<file path="config.mk">
export PLATFORM = sky130hd
export DESIGN_NAME = spr_slave_parameter_reader
export DESIGN_NICKNAME = d
export VERILOG_FILES = /design/src/logic/spr_pkg.sv /design/src/logic/spr_slave_parameter_reader.sv
export SDC_FILE = /design/constraint.sdc
export NUM_CORES = 1
export LEC_CHECK = 0
export BUFFER_PORTS_ARGS = -buffer_cell sky130_fd_sc_hd__buf_4
export CORE_UTILIZATION = 50
export CTS_BUF_LIST = sky130_fd_sc_hd__clkbuf_4
export DETAILED_ROUTE_END_ITERATION = 10
export PLACE_DENSITY = 0.82
export SETUP_SLACK_MARGIN = 0.3
export SYNTH_ARGS = -nofsm -noshare
export SYNTH_HDL_FRONTEND = slang
export SYNTH_SLANG_ARGS = --single-unit
</file>
<file path="constraint.sdc">
create_clock -name clk -period 5.95 [get_ports clk]
set_input_delay 0 -clock clk [delete_from_list [all_inputs] [get_ports clk]]
set_output_delay 0 -clock clk [all_outputs]
set_load 0.005 [all_outputs]
</file>
<file path="src/logic/spr_pkg.sv">
/*
  Constants and carrier types for the slave parameter reader.
  Assumes one clock and that every user of these names qualifies them with the package name.
*/
package spr_pkg;

  // Legal station addresses on the network.
  localparam logic [7:0]  ADDR_MIN = 8'h01;
  localparam logic [7:0]  ADDR_MAX = 8'h7F;

  // Data width codes reported with a finished read.
  localparam logic [7:0]  WIDTH_BYTE  = 8'h01;
  localparam logic [7:0]  WIDTH_WORD  = 8'h02;
  localparam logic [7:0]  WIDTH_DWORD = 8'h04;
  localparam logic [7:0]  WIDTH_NONE  = 8'h00;

  // Error codes raised by the block itself; the network may supply others.
  localparam logic [15:0] ERR_NONE  = 16'h0000;
  localparam logic [15:0] ERR_ADDR  = 16'h0001;
  localparam logic [15:0] ERR_WIDTH = 16'h0002;
  localparam logic [15:0] ERR_SLAVE = 16'h0003;

  // Reset values of the result registers.
  localparam logic [31:0] DATA_RESET = 32'h0000_0000;

  // Offset added to a servo parameter number to form its index.
  localparam logic [15:0] SERVO_INDEX_BASE = 16'h2000;
  localparam logic [7:0]  SERVO_SUBINDEX   = 8'h00;

  // Handshake phases.
  typedef enum logic [1:0] {
    SPR_IDLE,
    SPR_WAIT,
    SPR_HOLD
  } spr_state_t;

  // One read request towards the network.
  typedef struct packed {
    logic [7:0]  station;
    logic [15:0] index;
    logic [7:0]  subindex;
  } spr_req_t;

  // One answer from the network.
  typedef struct packed {
    logic        fail;
    logic [15:0] code;
    logic [7:0]  width;
    logic [31:0] data;
  } spr_rsp_t;

  // Whole state of the reader.
  typedef struct packed {
    spr_state_t  state;
    logic        exec_prev;
    logic        done;
    logic        busy;
    logic        active;
    logic        error;
    logic [15:0] error_code;
    logic [7:0]  data_width_code;
    logic [31:0] data;
    logic        req_valid;
    spr_req_t    req;
  } spr_regs_t;

endpackage

</file>
<file path="src/logic/spr_slave_parameter_reader.sv">
/*
  Slave parameter reader: takes a station, index and subindex on a rising execute,
  issues one read to the network and reports done, busy, active, error and the value.
  Assumes the controller inputs and the network answer share clk, and that the
  network answers only after a request and at most once per request.
*/
`timescale 1ns/10ps

// Behaviour
// Requester gives station 1 to 127.
// Index and subindex sampled on execute rising.
// Done set on finish, cleared by execute falling.
// Busy from trigger until done or error.
// Active from trigger until done or error.
// Error on failure or illegal input; cleared on fall.
// Error code valid while error set.
// Width code 1, 2 or 4 bytes.
// Thirty-two bit value after completion.
// Servo index is number plus 2000h, subindex 0.
// Busy on edge, done next answer cycle.
// Results kept on fall, zeroed on error.
// Illegal station errors; fall clears code.
// Only false-to-true execute starts a read.
module spr_slave_parameter_reader (
  // Clock and reset.
  input  wire logic            clk,
  input  wire logic            nrst,
  // Request from the controller program.
  input  wire logic            execute,
  input  wire spr_pkg::spr_req_t request,
  // Status and result towards the controller program.
  output logic                 done,
  output logic                 busy,
  output logic                 active,
  output logic                 error,
  output logic [15:0]          error_code,
  output logic [7:0]           data_width_code,
  output logic [31:0]          data,
  // Read towards the network.
  output logic                 net_req_valid,
  output spr_pkg::spr_req_t    net_req,
  // Answer from the network.
  input  wire logic            net_rsp_valid,
  input  wire spr_pkg::spr_rsp_t net_rsp
);

  spr_pkg::spr_regs_t s;
  spr_pkg::spr_regs_t next_s;
  logic               rise;

  // True when a station address lies inside the legal range.
  function automatic logic station_ok(input logic [7:0] st);
    station_ok = (st >= spr_pkg::ADDR_MIN) && (st <= spr_pkg::ADDR_MAX);
  endfunction

  // True when the slave reports one of the three legal widths.
  function automatic logic width_ok(input logic [7:0] w);
    width_ok = (w == spr_pkg::WIDTH_BYTE) || (w == spr_pkg::WIDTH_WORD)
            || (w == spr_pkg::WIDTH_DWORD);
  endfunction

  // A held-high execute never starts a second read; only a fresh edge does.
  assign rise = execute && !s.exec_prev;

  // Next-state logic of the whole handshake.
  always_comb begin
    next_s           = s;
    next_s.exec_prev = execute;
    next_s.req_valid = 1'b0;
    case (s.state)
      spr_pkg::SPR_IDLE: begin
        if (rise) begin
          if (!station_ok(request.station)) begin
            next_s.error           = 1'b1;
            next_s.error_code      = spr_pkg::ERR_ADDR;
            next_s.data_width_code = spr_pkg::WIDTH_NONE;
            next_s.data            = spr_pkg::DATA_RESET;
            next_s.state           = spr_pkg::SPR_HOLD;
          end else begin
            next_s.busy      = 1'b1;
            next_s.active    = 1'b1;
            next_s.req       = request;
            next_s.req_valid = 1'b1;
            next_s.state     = spr_pkg::SPR_WAIT;
          end
        end
      end
      spr_pkg::SPR_WAIT: begin
        // A bad width is treated as a failed read so stale data is never shown.
        if (net_rsp_valid) begin
          next_s.busy   = 1'b0;
          next_s.active = 1'b0;
          next_s.state  = spr_pkg::SPR_HOLD;
          if (net_rsp.fail || !width_ok(net_rsp.width)) begin
            next_s.error           = 1'b1;
            next_s.error_code      = net_rsp.fail ?
                                     ((net_rsp.code == spr_pkg::ERR_NONE) ?
                                      spr_pkg::ERR_SLAVE : net_rsp.code) :
                                     spr_pkg::ERR_WIDTH;
            next_s.data_width_code = spr_pkg::WIDTH_NONE;
            next_s.data            = spr_pkg::DATA_RESET;
          end else begin
            next_s.done            = 1'b1;
            next_s.data_width_code = net_rsp.width;
            next_s.data            = net_rsp.data;
          end
        end
      end
      spr_pkg::SPR_HOLD: begin
        // Results stay; only the flags and the code drop with execute.
        if (!execute) begin
          next_s.done       = 1'b0;
          next_s.error      = 1'b0;
          next_s.error_code = spr_pkg::ERR_NONE;
          next_s.state      = spr_pkg::SPR_IDLE;
        end
      end
      default: begin
        next_s.state = spr_pkg::SPR_IDLE;
      end
    endcase
  end

  // State register; everything resets to idle and zero.
  always_ff @(posedge clk or negedge nrst) begin
    if (!nrst) begin
      s <= '{state: spr_pkg::SPR_IDLE, exec_prev: 1'b0, done: 1'b0, busy: 1'b0,
             active: 1'b0, error: 1'b0, error_code: spr_pkg::ERR_NONE,
             data_width_code: spr_pkg::WIDTH_NONE, data: spr_pkg::DATA_RESET,
             req_valid: 1'b0, req: '0};
    end else begin
      s <= next_s;
    end
  end

  // Outputs come straight from the state register.
  assign done            = s.done;
  assign busy            = s.busy;
  assign active          = s.active;
  assign error           = s.error;
  assign error_code      = s.error_code;
  assign data_width_code = s.data_width_code;
  assign data            = s.data;
  assign net_req_valid   = s.req_valid;
  assign net_req         = s.req;
endmodule // spr_slave_parameter_reader

</file>
# Word level (Yosys, flattened, before mapping)
# Cells that the tools add are included.
# totals
in_bits	93
wordCells	67
reg_bits	96
output_inout_bits	93
# op_classes
mux	22
magnitude_cmp	2
reduce_logical	18
n_eq_ne	12
# op_table
cell	n
$mux W92	1
$pmux W40 S2	1
$mux W33	2
$mux W60	1
$mux W57	1
$pmux W17 S3	1
$mux W40	1
$mux W17	2
$mux W16	2
$logic_not A16 Y1	1
$ne A2 B2 Y1 const B	7
$reduce_and A4 Y1	3
$mux W2	5
$eq A8 B1 Y1 const B	1
$eq A8 B2 Y1 const B	1
$eq A8 B3 Y1 const B	1
$ge A8 B1 Y1 const B	1
$le A8 B7 Y1 const B	1
$pmux W2 S3	1
$reduce_and A3 Y1	2
$reduce_and A6 Y1	1
$pmux W2 S2	1
$reduce_bool A2 Y1	2
$logic_or A1 B1 Y1	3
other kinds (8)	11

# Logic depth before layout (Yosys ltp)
# Gate-level depths: netlist (run 1).
# logic_depth
ltp_word	8
mapped_depth	8
depth_no_buf	6

# Worst setup path before layout (run 1)
# No wires, ideal clock.
# synth_timing
path_kind	flip-flop to flip-flop
startpoint	register s[95] (netlist bit)
endpoint	register s, in the netlist data[10]
required_time_ps	5885
period_less_slack_ps	2305
setup_ps	65
path_stages_with_launch	9
t_arrival_ps	2240
setup_slack_ps	3645
path_buffers	2
cell_sequence	dfrtp_1 -> inv_1 -> ha_1 -> clkbuf_1 -> nor4b_1 -> o2111ai_1 -> a2111oi_4 -> buf_2 -> a22o_1
# synth_via
elab_chain_len	3
elab_cells_between_ends	8
# synth_lines
element	line	text
start: declaration	spr_slave_parameter_reader.sv:47	spr_pkg::spr_regs_t s;
start signal: assignment	spr_slave_parameter_reader.sv:127	s <= '{state: spr_pkg::SPR_IDLE, exec_prev: 1'b0, done: 1'b0, busy: 1'b0,
start signal: assignment	spr_slave_parameter_reader.sv:132	s <= next_s;
$eq A2 B1 Y1 or $logic_not A2 Y1 (tied branches)	spr_slave_parameter_reader.sv:70	case (s.state)
$ne A2 B2 Y1 (no line) or $reduce_bool A2 Y1 (tied branches)	--	
$reduce_and A4 Y1 (no line)	--	
# Parallel ways exist; a longest one is shown, timed or not.
# A chain may end at the register's enable or synchronous reset.

# Worst setup path in the final report (run 1)
# layout_timing
startpoint	register s[94] (netlist bit)
endpoint	register s, in the netlist data[24]
# The elaborated chain is that of the path after synthesis.

==> results of run 1 <==
cell usage in the layout (no fill, tap or decap), types with 5 or more instances in the layout:
cell	Yosys	final
a21oi_1	5	5
buf_4	89	188
a22o_1	36	36
dfrtp_1	95	95
and3_1	15	15
dlygate4sd3_1	0	84
mux2_4	9	9
inv_1	7	7
and2_1	8	8
mux2_2	38	38
clkbuf_4	0	11
final timing paths:
kind                                                start                             end  slack, ps  cells past startpoint
setup / recovery                        s[94]$_DFFE_PN0P_            data[24]$_DFFE_PN0P_       3300                      5
hold / removal                                net_rsp[56]       error_code[1]$_DFFE_PN0P_         40                      3
setup reg to reg                        s[94]$_DFFE_PN0P_            data[24]$_DFFE_PN0P_       3300                      5
hold reg to reg            data_width_code[4]$_DFFE_PN0P_  data_width_code[4]$_DFFE_PN0P_        510                      1
max in group asynchronous                            nrst            data[20]$_DFFE_PN0P_       4800                      3
min in group asynchronous                            nrst       error_code[6]$_DFFE_PN0P_         70                      2
layer usage:
metal | up-vias | GRT usage, % | wire length [µm]
met5 | - | 0 | 0
met4 | 0 | 12.3 | 392
met3 | 35 | 4.89 | 524
met2 | 144 | 43.3 | 5880
met1 | 1641 | 27.6 | 4270
li1 | 1532 | - | -
cell usage after synthesis:
library cell	instances
a2111oi_4	2
a211o_1	1
a211oi_1	1
a21oi_1	5
a22o_1	36
a31oi_1	3
and2_1	8
and3_1	15
buf_1	2
buf_2	3
buf_4	89
buf_6	1
buf_8	1
clkbuf_1	8
dfrtp_1	95
ha_1	4
inv_1	7
inv_2	1
mux2_2	38
mux2_4	9
mux2i_1	1
nand2_1	4
nand2b_1	1
nand4_1	1
nor2_1	3
nor2b_1	1
nor3_1	1
nor3b_1	1
nor4_1	4
nor4b_1	1
o2111a_1	1
o2111ai_1	1
o211ai_1	1
o21a_1	1
o21ai_0	4
o21bai_1	1
or3_1	1
or4_4	1
xor2_1	1
kinds of logic after synthesis:
kind of cell | count (synthesis) | synth area share [%]
buffers and inverters | 112 | 17.1
DFF | 95 | 52.5
AOI/OAI and AO/OA | 57 | 10.9
muxes | 48 | 12.6
and+or+nand+nor | 42 | 5.58
adders and majority gates | 4 | 1.10
xor gates and xnor gates | 1 | 0.193
state kept, by name, indices dropped and copies added, names as in the netlist:
signal	flops
busy	1
data	32
data_width_code	8
done	1
error	1
error_code	16
net_req	32
net_req_valid	1
s	3
worst max-delay path, delay by kind of cell (launching register included):
kind            cells  cell delay [ps]
fa+ha+maj           1              330
compound gates      3             1730
flops               1              430
buf+inv             1               80
per-stage QoR:
step / hold slack, ps / total power [mW] / util (%) / setup WS, ps / area [µm²]
finish: 42.4 / 1.81 / 71.8 / 3300 / 6290
global route: 10.1 / 1.92 / 71.8 / 3020 / 6290
CTS: 5.60 / 1.83 / 71.8 / 3340 / 6290
detailed placement: 3.35 / 1.48 / 60.8 / 3390 / 5330
global placement: -4.05 / 1.45 / 60.8 / 3480 / 5330
floorplan: -296 / 1.33 / - / 3640 / 4530
power by group through the flow:
stage               clock network (mW)  registers [mW]  logic, mW
global placement                     0           0.846      0.605
CTS                              0.314           0.843      0.668
global route                     0.340           0.862      0.720
detailed placement                   0           0.856      0.623
finish                           0.300           0.845      0.669
floorplan                            0           0.831      0.495
layout make-up:
type	count	area share, %
flip-flops and latches	95	37.8
repair buffers	272	35.8
multi-input cells	152	21.9
well taps	108	2.15
clock buffers	11	1.31
clock inverters	5	0.557
inverters	8	0.477
==> impl_metrics.py, run 1 <==
metrics = {
    "drt": {
        "viasPerCell": 5.15,
        "drt_iter0_drc": 79,
        "wl_mm": 11.1,
        "dr.pass1.iters": 6,
        "ant_nets": 0,
        "drc_errors": 0,
        "vias": 3352,
        "wl_per_cell_um": 17.0,
    },
    "layout": {
        "num_antenna_cells": 0,
        "nNetsFinal": 635,
        "area_growth_pct": 38.8,
        "fillers": 576,
        "drive_above_1_share_pct": 47.0,
        "instances_no_fill": 651,
        "multi_input_area_um2": 1380,
        "regArea_um2": 2380,
    },
    "logic_synthesis": {
        "ys_seq_area_share_pct": 52.5,
        "synth-seq-cells": 95,
        "netlist.area_leader.share_pct": 52.5,
        "synth_nets": 456,
        "syn_area_um2": 4530,
        "synthTopCellsByArea": "dfrtp_1 52%, buf_4 15%, mux2_2 9.4%",
        "synth_cell_types": 39,
        "synthCells": 359,
        "ys_warn_count": 0,
        "post_synth.cell_area_avg_um2": 12.6,
        "synth_area_leader_cell": "dfrtp_1",
    },
    "timing": {
        "fin_setup_tns_ps": 0,
        "hold_violations": 0,
        "clock_skew_ps": 16.9,
        "post-route-period-util_pct": 44.6,
        "drv_slew": 0,
        "rsz0062_at_grt": "false",
        "finalSetupViolCount": 0,
        "fmax_mhz": 377,
        "worst_slew_pin_slew_ps": 1250,
        "slew_headroom_pct": 16.6,
        "fin_crit_ps": 2650,
    },
    "global_routing": {
        "grt_use_total_pct": 24.3,
        "grt_overflow": 0,
        "grt_start_max_net_pins": 56,
        "grt_pass1_vias": 3670,
        "antenna_found_initial": 0,
        "grt_pass1_wl_mm": 18.2,
    },
    "pwr": {
        "leakage_nw": 3.22,
        "power.switching_mw": 0.569,
        "p_int_mw": 1.25,
        "seqPwrFrac_pct": 46.6,
        "power_frac_clock_pct": 16.6,
        "ir_drop_mv": 0.224,
        "power_density_nw_per_um2": 289,
        "switching_share_pct": 31.3,
        "pwr-share-comb_pct": 36.9,
    },
    "clock_tree": {
        "htreeDepth": 3,
        "cts_resized": 0,
        "clockRootBuffer": "clkbuf_4",
        "numCtsBuffers": 9,
        "clk_latency_ps": 420,
        "cts_tree": "done",
        "post_cts_buffers": 0,
        "clkTransAtPathRegs_ps": 140,
        "clk_path_buf_depth": 2,
        "holdBufCountCts": 84,
        "numClockSinks": 95,
    },
    "placement": {
        "io_buffers": 185,
        "place.gp.congestion": 0.790,
        "hpwlAfterDp_mm": 6.81,
        "placed_cells": 551,
    },
    "floorplan": {
        "rows": 34,
        "chipWidth_um": 97.2,
        "pin_count": 186,
        "dieHeight_um": 97.2,
        "die_area_um2": 9450,
        "start_util_pct": 51.7,
        "core_area_um2": 8760,
    },
    "critical_path": {
        "path_class": "reg2reg",
        "end_kind": "register",
        "cp-start-kind": "register",
        "cpPeakStageDelay_ps": 1000,
        "crit_arrival_ps": 3000,
        "required_ps": 6300,
        "cp_slowest_cell": "a211o_1",
        "critPathMaxFanout": 40,
        "path_cells": "inv_1 > ha_1 > o21ai_0 > a211o_1 > a22o_1",
    },
    "run": {
        "cap_violations": 0,
    },
    "min_path": {
        "holdCritPathClass": "in2reg",
    },
    "outcome": {
        "status": "finished, final reports clean",
    },
}
Power figures use the tool's default switching activity.
==> run 2, diff against run 1 <==
--- a/config.mk
+++ b/config.mk
@@ -5,11 +5,12 @@
 export SDC_FILE = /design/constraint.sdc
 export NUM_CORES = 1
 export LEC_CHECK = 0
+export ABC_AREA = 1
 export BUFFER_PORTS_ARGS = -buffer_cell sky130_fd_sc_hd__buf_4
-export CORE_UTILIZATION = 50
+export CORE_UTILIZATION = 46
 export CTS_BUF_LIST = sky130_fd_sc_hd__clkbuf_4
 export DETAILED_ROUTE_END_ITERATION = 10
-export PLACE_DENSITY = 0.82
+export PLACE_DENSITY = 0.78
 export SETUP_SLACK_MARGIN = 0.3
 export SYNTH_ARGS = -nofsm -noshare
 export SYNTH_HDL_FRONTEND = slang
==> constraint.sdc (replaced) <==
create_clock -name clk -period 2.3 [get_ports clk]
set_input_delay 0 -clock clk [delete_from_list [all_inputs] [get_ports clk]]
set_output_delay 0 -clock clk [all_outputs]
set_load 0.005 [all_outputs]
==> impl_metrics.py, run 2 <==
metrics = {
    "layout": {
        "num_antenna_cells": 0,
        "nNetsFinal": 883,
        "drive_above_1_share_pct": 27.8,
        "layout_commonest_cell": "nand2_1",
        "area_growth_pct": 41.7,
        "final_cell_mix": "209 x nand2_1, 188 x buf_4, 101 x dlygate4sd3_1",
        "instances_no_fill": 927,
    },
    "global_routing": {
        "grt_pass1_wl_mm": 22.3,
        "grt_overflow": 0,
        "grt_start_max_net_pins": 72,
        "grt_use_total_pct": 26.2,
        "grt_pass1_vias": 4664,
        "antenna_found_initial": 0,
    },
    "floorplan": {
        "die_area_um2": 11000,
        "start_util_pct": 47.4,
        "pin_count": 186,
        "dieHeight_um": 105,
        "rows": 37,
        "core_area_um2": 10300,
        "chipWidth_um": 105,
    },
    "timing": {
        "drv_slew": 0,
        "finalSetupViolCount": 0,
        "fin_setup_tns_ps": 0,
        "slew_headroom_pct": 63.2,
        "fin_crit_ps": 1910,
        "rsz0062_at_grt": "true",
        "fmax_mhz": 523,
        "worst_slew_pin_slew_ps": 552,
        "clock_skew_ps": 25.6,
        "post-route-period-util_pct": 83.2,
        "hold_violations": 0,
    },
    "critical_path": {
        "crit_arrival_ps": 2290,
        "required_ps": 2680,
        "critPathMaxFanout": 17,
        "end_kind": "register",
        "cp-start-kind": "register",
        "path_class": "reg2reg",
    },
    "drt": {
        "drc_errors": 0,
        "wl_mm": 13.8,
        "drt_iter0_drc": 304,
        "vias": 4492,
        "dr.pass1.iters": 5,
        "ant_nets": 0,
        "wl_per_cell_um": 14.9,
        "viasPerCell": 4.85,
    },
    "pwr": {
        "ir_drop_mv": 0.589,
        "power_density_nw_per_um2": 786,
        "finalPower_mw": 5.42,
        "leakage_nw": 3.59,
    },
    "logic_synthesis": {
        "synth_adder_area_share_pct": 1.03,
        "ys_warn_count": 0,
        "synth_nets": 693,
        "synth_xor_area_share_pct": 0,
        "synth_top_flop_cell": "dfrtp_1",
        "synth_commonest_cells": "210 x nand2_1, 95 x dfrtp_1, 92 x buf_4",
        "synth_area_leader_cell": "dfrtp_1",
        "synth-seq-cells": 95,
        "synth_cell_types": 22,
        "synth_compound_area_share_pct": 4.52,
        "ys_seq_area_share_pct": 48.8,
        "synthSimpleGateAreaFrac_pct": 27.0,
        "synth_top_family_by_area": "simple AND/OR/NAND/NOR gates",
        "syn_area_um2": 4870,
        "synth-edff-count": 0,
        "netlist.area_leader.share_pct": 48.8,
        "synthArstFlopShare_pct": 100,
        "synthTopCellsByArea": "dfrtp_1 49%, nand2_1 16%, buf_4 14%",
        "post_synth.cell_area_avg_um2": 8.17,
        "synth.area.mux_share_pct": 0,
        "yosysMostFrequentCell": "nand2_1",
        "synthCells": 596,
    },
    "clock_tree": {
        "clk_path_buf_depth": 2,
        "htreeDepth": 3,
        "numClockSinks": 95,
        "clockRootBuffer": "clkbuf_4",
        "cts_tree": "done",
        "clk_latency_ps": 450,
        "clkTransAtPathRegs_ps": 160,
        "numCtsBuffers": 9,
    },
    "min_path": {
        "holdCritPathClass": "in2async",
    },
    "placement": {
        "io_buffers": 185,
        "placed_cells": 809,
        "hpwlAfterDp_mm": 7.89,
        "place.gp.congestion": 0.793,
    },
    "outcome": {
        "status": "finished, final reports clean",
    },
    "run": {
        "cap_violations": 0,
    },
}
[run 2: layout make-up]
type | count | area, µm²
Fill cell | 798 | 3380
Sequential cell | 95 | 2380
Clock buffer | 9 | 67.6
Multi-Input combinational cell | 361 | 1590
Clock inverter | 7 | 95.1
Timing Repair Buffer | 294 | 2500
Inverter | 25 | 96.3
Tap cell | 136 | 170
[run 2: final timing paths]
check / cells after the start / to / from / slack, ps
setup / recovery: 8 / error_code[5]$_DFFE_PN0P_ / s[95]$_DFFE_PN0P_ / 390
hold / removal: 2 / data_width_code[7]$_DFFE_PN0P_ / nrst / 50
setup reg to reg: 8 / error_code[5]$_DFFE_PN0P_ / s[95]$_DFFE_PN0P_ / 390
hold reg to reg: 2 / error_code[6]$_DFFE_PN0P_ / error_code[6]$_DFFE_PN0P_ / 500
max in group asynchronous: 3 / error_code[8]$_DFFE_PN0P_ / nrst / 1540
min in group clk: 7 / error_code[0]$_DFFE_PN0P_ / net_rsp[56] / 80
[run 2: critical path, cell delays in order, from the launching register on]
cell and delay, ps:
dfrtp_1 420, inv_1 110, ha_2 230, buf_8 170, nand3_1 100, dlygate4sd3_1 590
nor2_1 120, nand2_1 70, nand2_1 50
[run 2: timing repair]
action                                  CTS  global route
endpoints found under the hold margin   181             0
setup buffers                             0             1
endpoints found under the setup margin    0            55
gates resized for setup                   0             6
hold buffers                            101             0
[run 2: through the flow]
stage                     cell area [µm²]  utilization, %  setup WS, ps  hold slack [ps]
after CTS                            6860            66.7           332             32.0
after detailed placement             5680            55.3           341             21.9
final                                6900            67.1           387             47.1
after global routing                 6900            67.1           286             67.3
after floorplan                      4870               -           572             -296
after global placement               5680            55.3           438             18.5
[run 2: cell families after synthesis]
family          Yosys count
simple gates            314
buf+inv                 140
flops                    95
compound gates           43
fa+ha+maj                 4
[run 2: power by group]
group / leakage (nW) / switching [mW] / internal, mW / total, mW
sequential: 1.27 / 0.216 / 2.02 / 2.24
combinational: 2.23 / 1.15 / 1.01 / 2.17
clock: 0.0879 / 0.574 / 0.444 / 1.02
total: 3.59 / 1.94 / 3.48 / 5.42
[run 2: per-layer routing]
layer / share of wire, % / track usage, % / vias to the layer above
met3: 5.1 / 5.24 / 55
li1: - / - / 2146
met1: 37 / 27.9 / 2101
met4: 4.6 / 15.8 / 0
met2: 53 / 47.6 / 190
met5: 0 / 0 / -
==> run 3, diff against run 2 <==
--- a/config.mk
+++ b/config.mk
@@ -7,10 +7,10 @@
 export LEC_CHECK = 0
 export ABC_AREA = 1
 export BUFFER_PORTS_ARGS = -buffer_cell sky130_fd_sc_hd__buf_4
-export CORE_UTILIZATION = 46
+export CORE_UTILIZATION = 50
 export CTS_BUF_LIST = sky130_fd_sc_hd__clkbuf_4
 export DETAILED_ROUTE_END_ITERATION = 10
-export PLACE_DENSITY = 0.78
+export PLACE_DENSITY = 0.8
 export SETUP_SLACK_MARGIN = 0.3
 export SYNTH_ARGS = -nofsm -noshare
 export SYNTH_HDL_FRONTEND = slang
==> constraint.sdc (replaced) <==
create_clock -name clk -period 1.77 [get_ports clk]
set_input_delay 0 -clock clk [delete_from_list [all_inputs] [get_ports clk]]
set_output_delay 0 -clock clk [all_outputs]
set_load 0.005 [all_outputs]
==> impl_metrics.py, run 3 (same netlist as run 2, synthesis figures left out) <==
metrics = {
    "outcome": {
        "status": "finished with violations",
        "violations": "setup timing",
    },
    "pwr": {
        "power_density_nw_per_um2": 1140,
        "ir_drop_mv": 0.602,
        "leakage_nw": 4.20,
    },
    "timing": {
        "slew_headroom_pct": 64.7,
        "clock_skew_ps": 36.1,
        "fin_crit_ps": 1860,
        "worst_slew_pin_slew_ps": 529,
        "rsz0062_at_grt": "true",
        "fin_setup_tns_ps": -434,
        "fmax_mhz": 537,
        "post-route-period-util_pct": 105,
        "finalSetupViolCount": 16,
        "hold_violations": 0,
        "setup_ws_ps": -92.8,
        "drv_slew": 0,
    },
    "clock_tree": {
        "numClockSinks": 95,
        "htreeDepth": 3,
        "clk_latency_ps": 470,
        "clk_path_buf_depth": 2,
        "clkTransAtPathRegs_ps": 190,
        "numCtsBuffers": 9,
        "clockRootBuffer": "clkbuf_4",
        "cts_tree": "done",
    },
    "run": {
        "cap_violations": 0,
    },
    "placement": {
        "dp_slack_ps": -31.5,
        "place.gp.congestion": 0.812,
        "io_buffers": 185,
        "hpwlAfterDp_mm": 7.64,
    },
    "layout": {
        "multi_input_area_um2": 2120,
        "fillers": 425,
        "area_growth_pct": 65.3,
        "final_cell_mix": "200 x buf_4, 132 x nand2_1, 95 x dfrtp_1",
        "drive_above_1_share_pct": 46.2,
        "nNetsFinal": 916,
        "regArea_um2": 2380,
        "num_antenna_cells": 0,
        "layout_commonest_cell": "buf_4",
    },
    "drt": {
        "wl_per_cell_um": 20.4,
        "ant_nets": 0,
        "dr.pass1.iters": 6,
        "vias": 5141,
        "drc_errors": 0,
        "wl_mm": 19.5,
        "viasPerCell": 5.39,
        "drt_iter0_drc": 299,
    },
    "floorplan": {
        "die_area_um2": 10100,
        "dieHeight_um": 101,
        "pin_count": 186,
        "core_area_um2": 9330,
        "rows": 35,
        "chipWidth_um": 101,
        "start_util_pct": 52.2,
    },
    "min_path": {
        "holdCritPathClass": "in2reg",
        "hp-start": "request[31]",
        "hold_path_end": "s[94]$_DFFE_PN0P_",
        "hold-path-cell-count": 4,
    },
    "critical_path": {
        "crit_path_start": "s[94]$_DFFE_PN0P_",
        "path_cells": "buf_6 > ha_4 > inv_4 > or2_4 > nor2_8 > buf_4 > buf_16 > nand3_1 > o21ai_1",
        "reg2reg_to": "data[29]$_DFFE_PN0P_",
        "rr_startpoint": "s[94]$_DFFE_PN0P_",
        "required_ps": 2160,
        "cpPeakStageDelay_ps": 440,
        "end_kind": "register",
        "crit_arrival_ps": 2250,
        "critPathMaxFanout": 9,
        "r2r.worst_path.cells": 9,
        "r2r_slack_ps": -90,
        "cp-start-kind": "register",
        "cp_slowest_cell": "dfrtp_1",
        "path_class": "reg2reg",
    },
    "global_routing": {
        "grt_pass1_vias": 4577,
        "grt_start_max_net_pins": 96,
        "grt_overflow": 0,
        "grt_use_total_pct": 28.3,
        "antenna_found_initial": 0,
        "grt_pass1_wl_mm": 22.1,
    },
}
[run 3: changes by cell type in the layout (fill, tap and decap cells not counted), sizes merged]
cell	delta
buf	+38
dlygate4sd3	-16
clkbuf	+12
clkinv	-2
clkinvlp	+2
bufinv	-1
[run 3: cell type report]
class,count,area share (%)
Clock inverter,6,0.871
Tap cell,129,2.01
Clock buffer,10,0.933
Sequential cell,95,29.5
Timing Repair Buffer,327,39.0
Inverter,25,1.29
Multi-Input combinational cell,361,26.4
[run 3: what timing repair did]
item | 4_1_cts | 5_1_grt
setup endpoints to repair | 94 | 94
gates resized for setup | 41 | 170
gates cloned | 5 | 17
pin swaps | 9 | 59
hold endpoints to repair | 178 | 12
buffers inserted | 13 | 10
hold buffers | 84 | 1
[run 3: report_power, final]
group | internal [mW] | leakage (nW) | switching, mW | total [mW]
clock | 0.457 | 0.0745 | 0.813 | 1.27
sequential | 2.63 | 1.27 | 0.355 | 2.98
combinational | 2.47 | 2.85 | 2.43 | 4.89
[run 3: worst max-delay path by stage]
stage                                endpoint  cells past startpoint
4_1_cts             error_code[8]$_DFFE_PN0P_                     12
3_5_place_dp   data_width_code[6]$_DFFE_PN0P_                      9
2_1_floorplan      error_code[10]$_DFFE_PN0P_                     12
6_report                 data[29]$_DFFE_PN0P_                      9
5_1_grt                  data[29]$_DFFE_PN0P_                      9
3_3_place_gp   data_width_code[4]$_DFFE_PN0P_                      9
[run 3: per-layer routing]
metal	routed length, µm	GRT usage, %	part of all wire [%]	vias to the layer above
li1	-	-	-	2222
met1	6830	32.4	35	2438
met2	9750	50.1	50	360
met3	1520	5.69	7.8	121
met4	1360	14.9	7.0	0
met5	0	0	0	-
[run 3: stage by stage]
stage	utilization (%)	hold slack (ps)	instance area (µm²)	std cells	power, mW
after floorplan	-	-296	4910	596	4.91
after CTS	75.7	-56.0	7060	925	7.48
after global routing	86.3	48.8	8050	953	9.49
after detailed placement	62.0	90.4	5790	807	5.63
final	86.3	43.5	8050	953	9.14
after global placement	62.0	85.4	5790	807	5.53
[run 3: critical path, delay by kind of cell (launching register included)]
kind,cells,cell delay [ps]
compound gates,1,250
fa+ha+maj,1,130
buf+inv,4,460
flops,1,440
simple gates,3,530
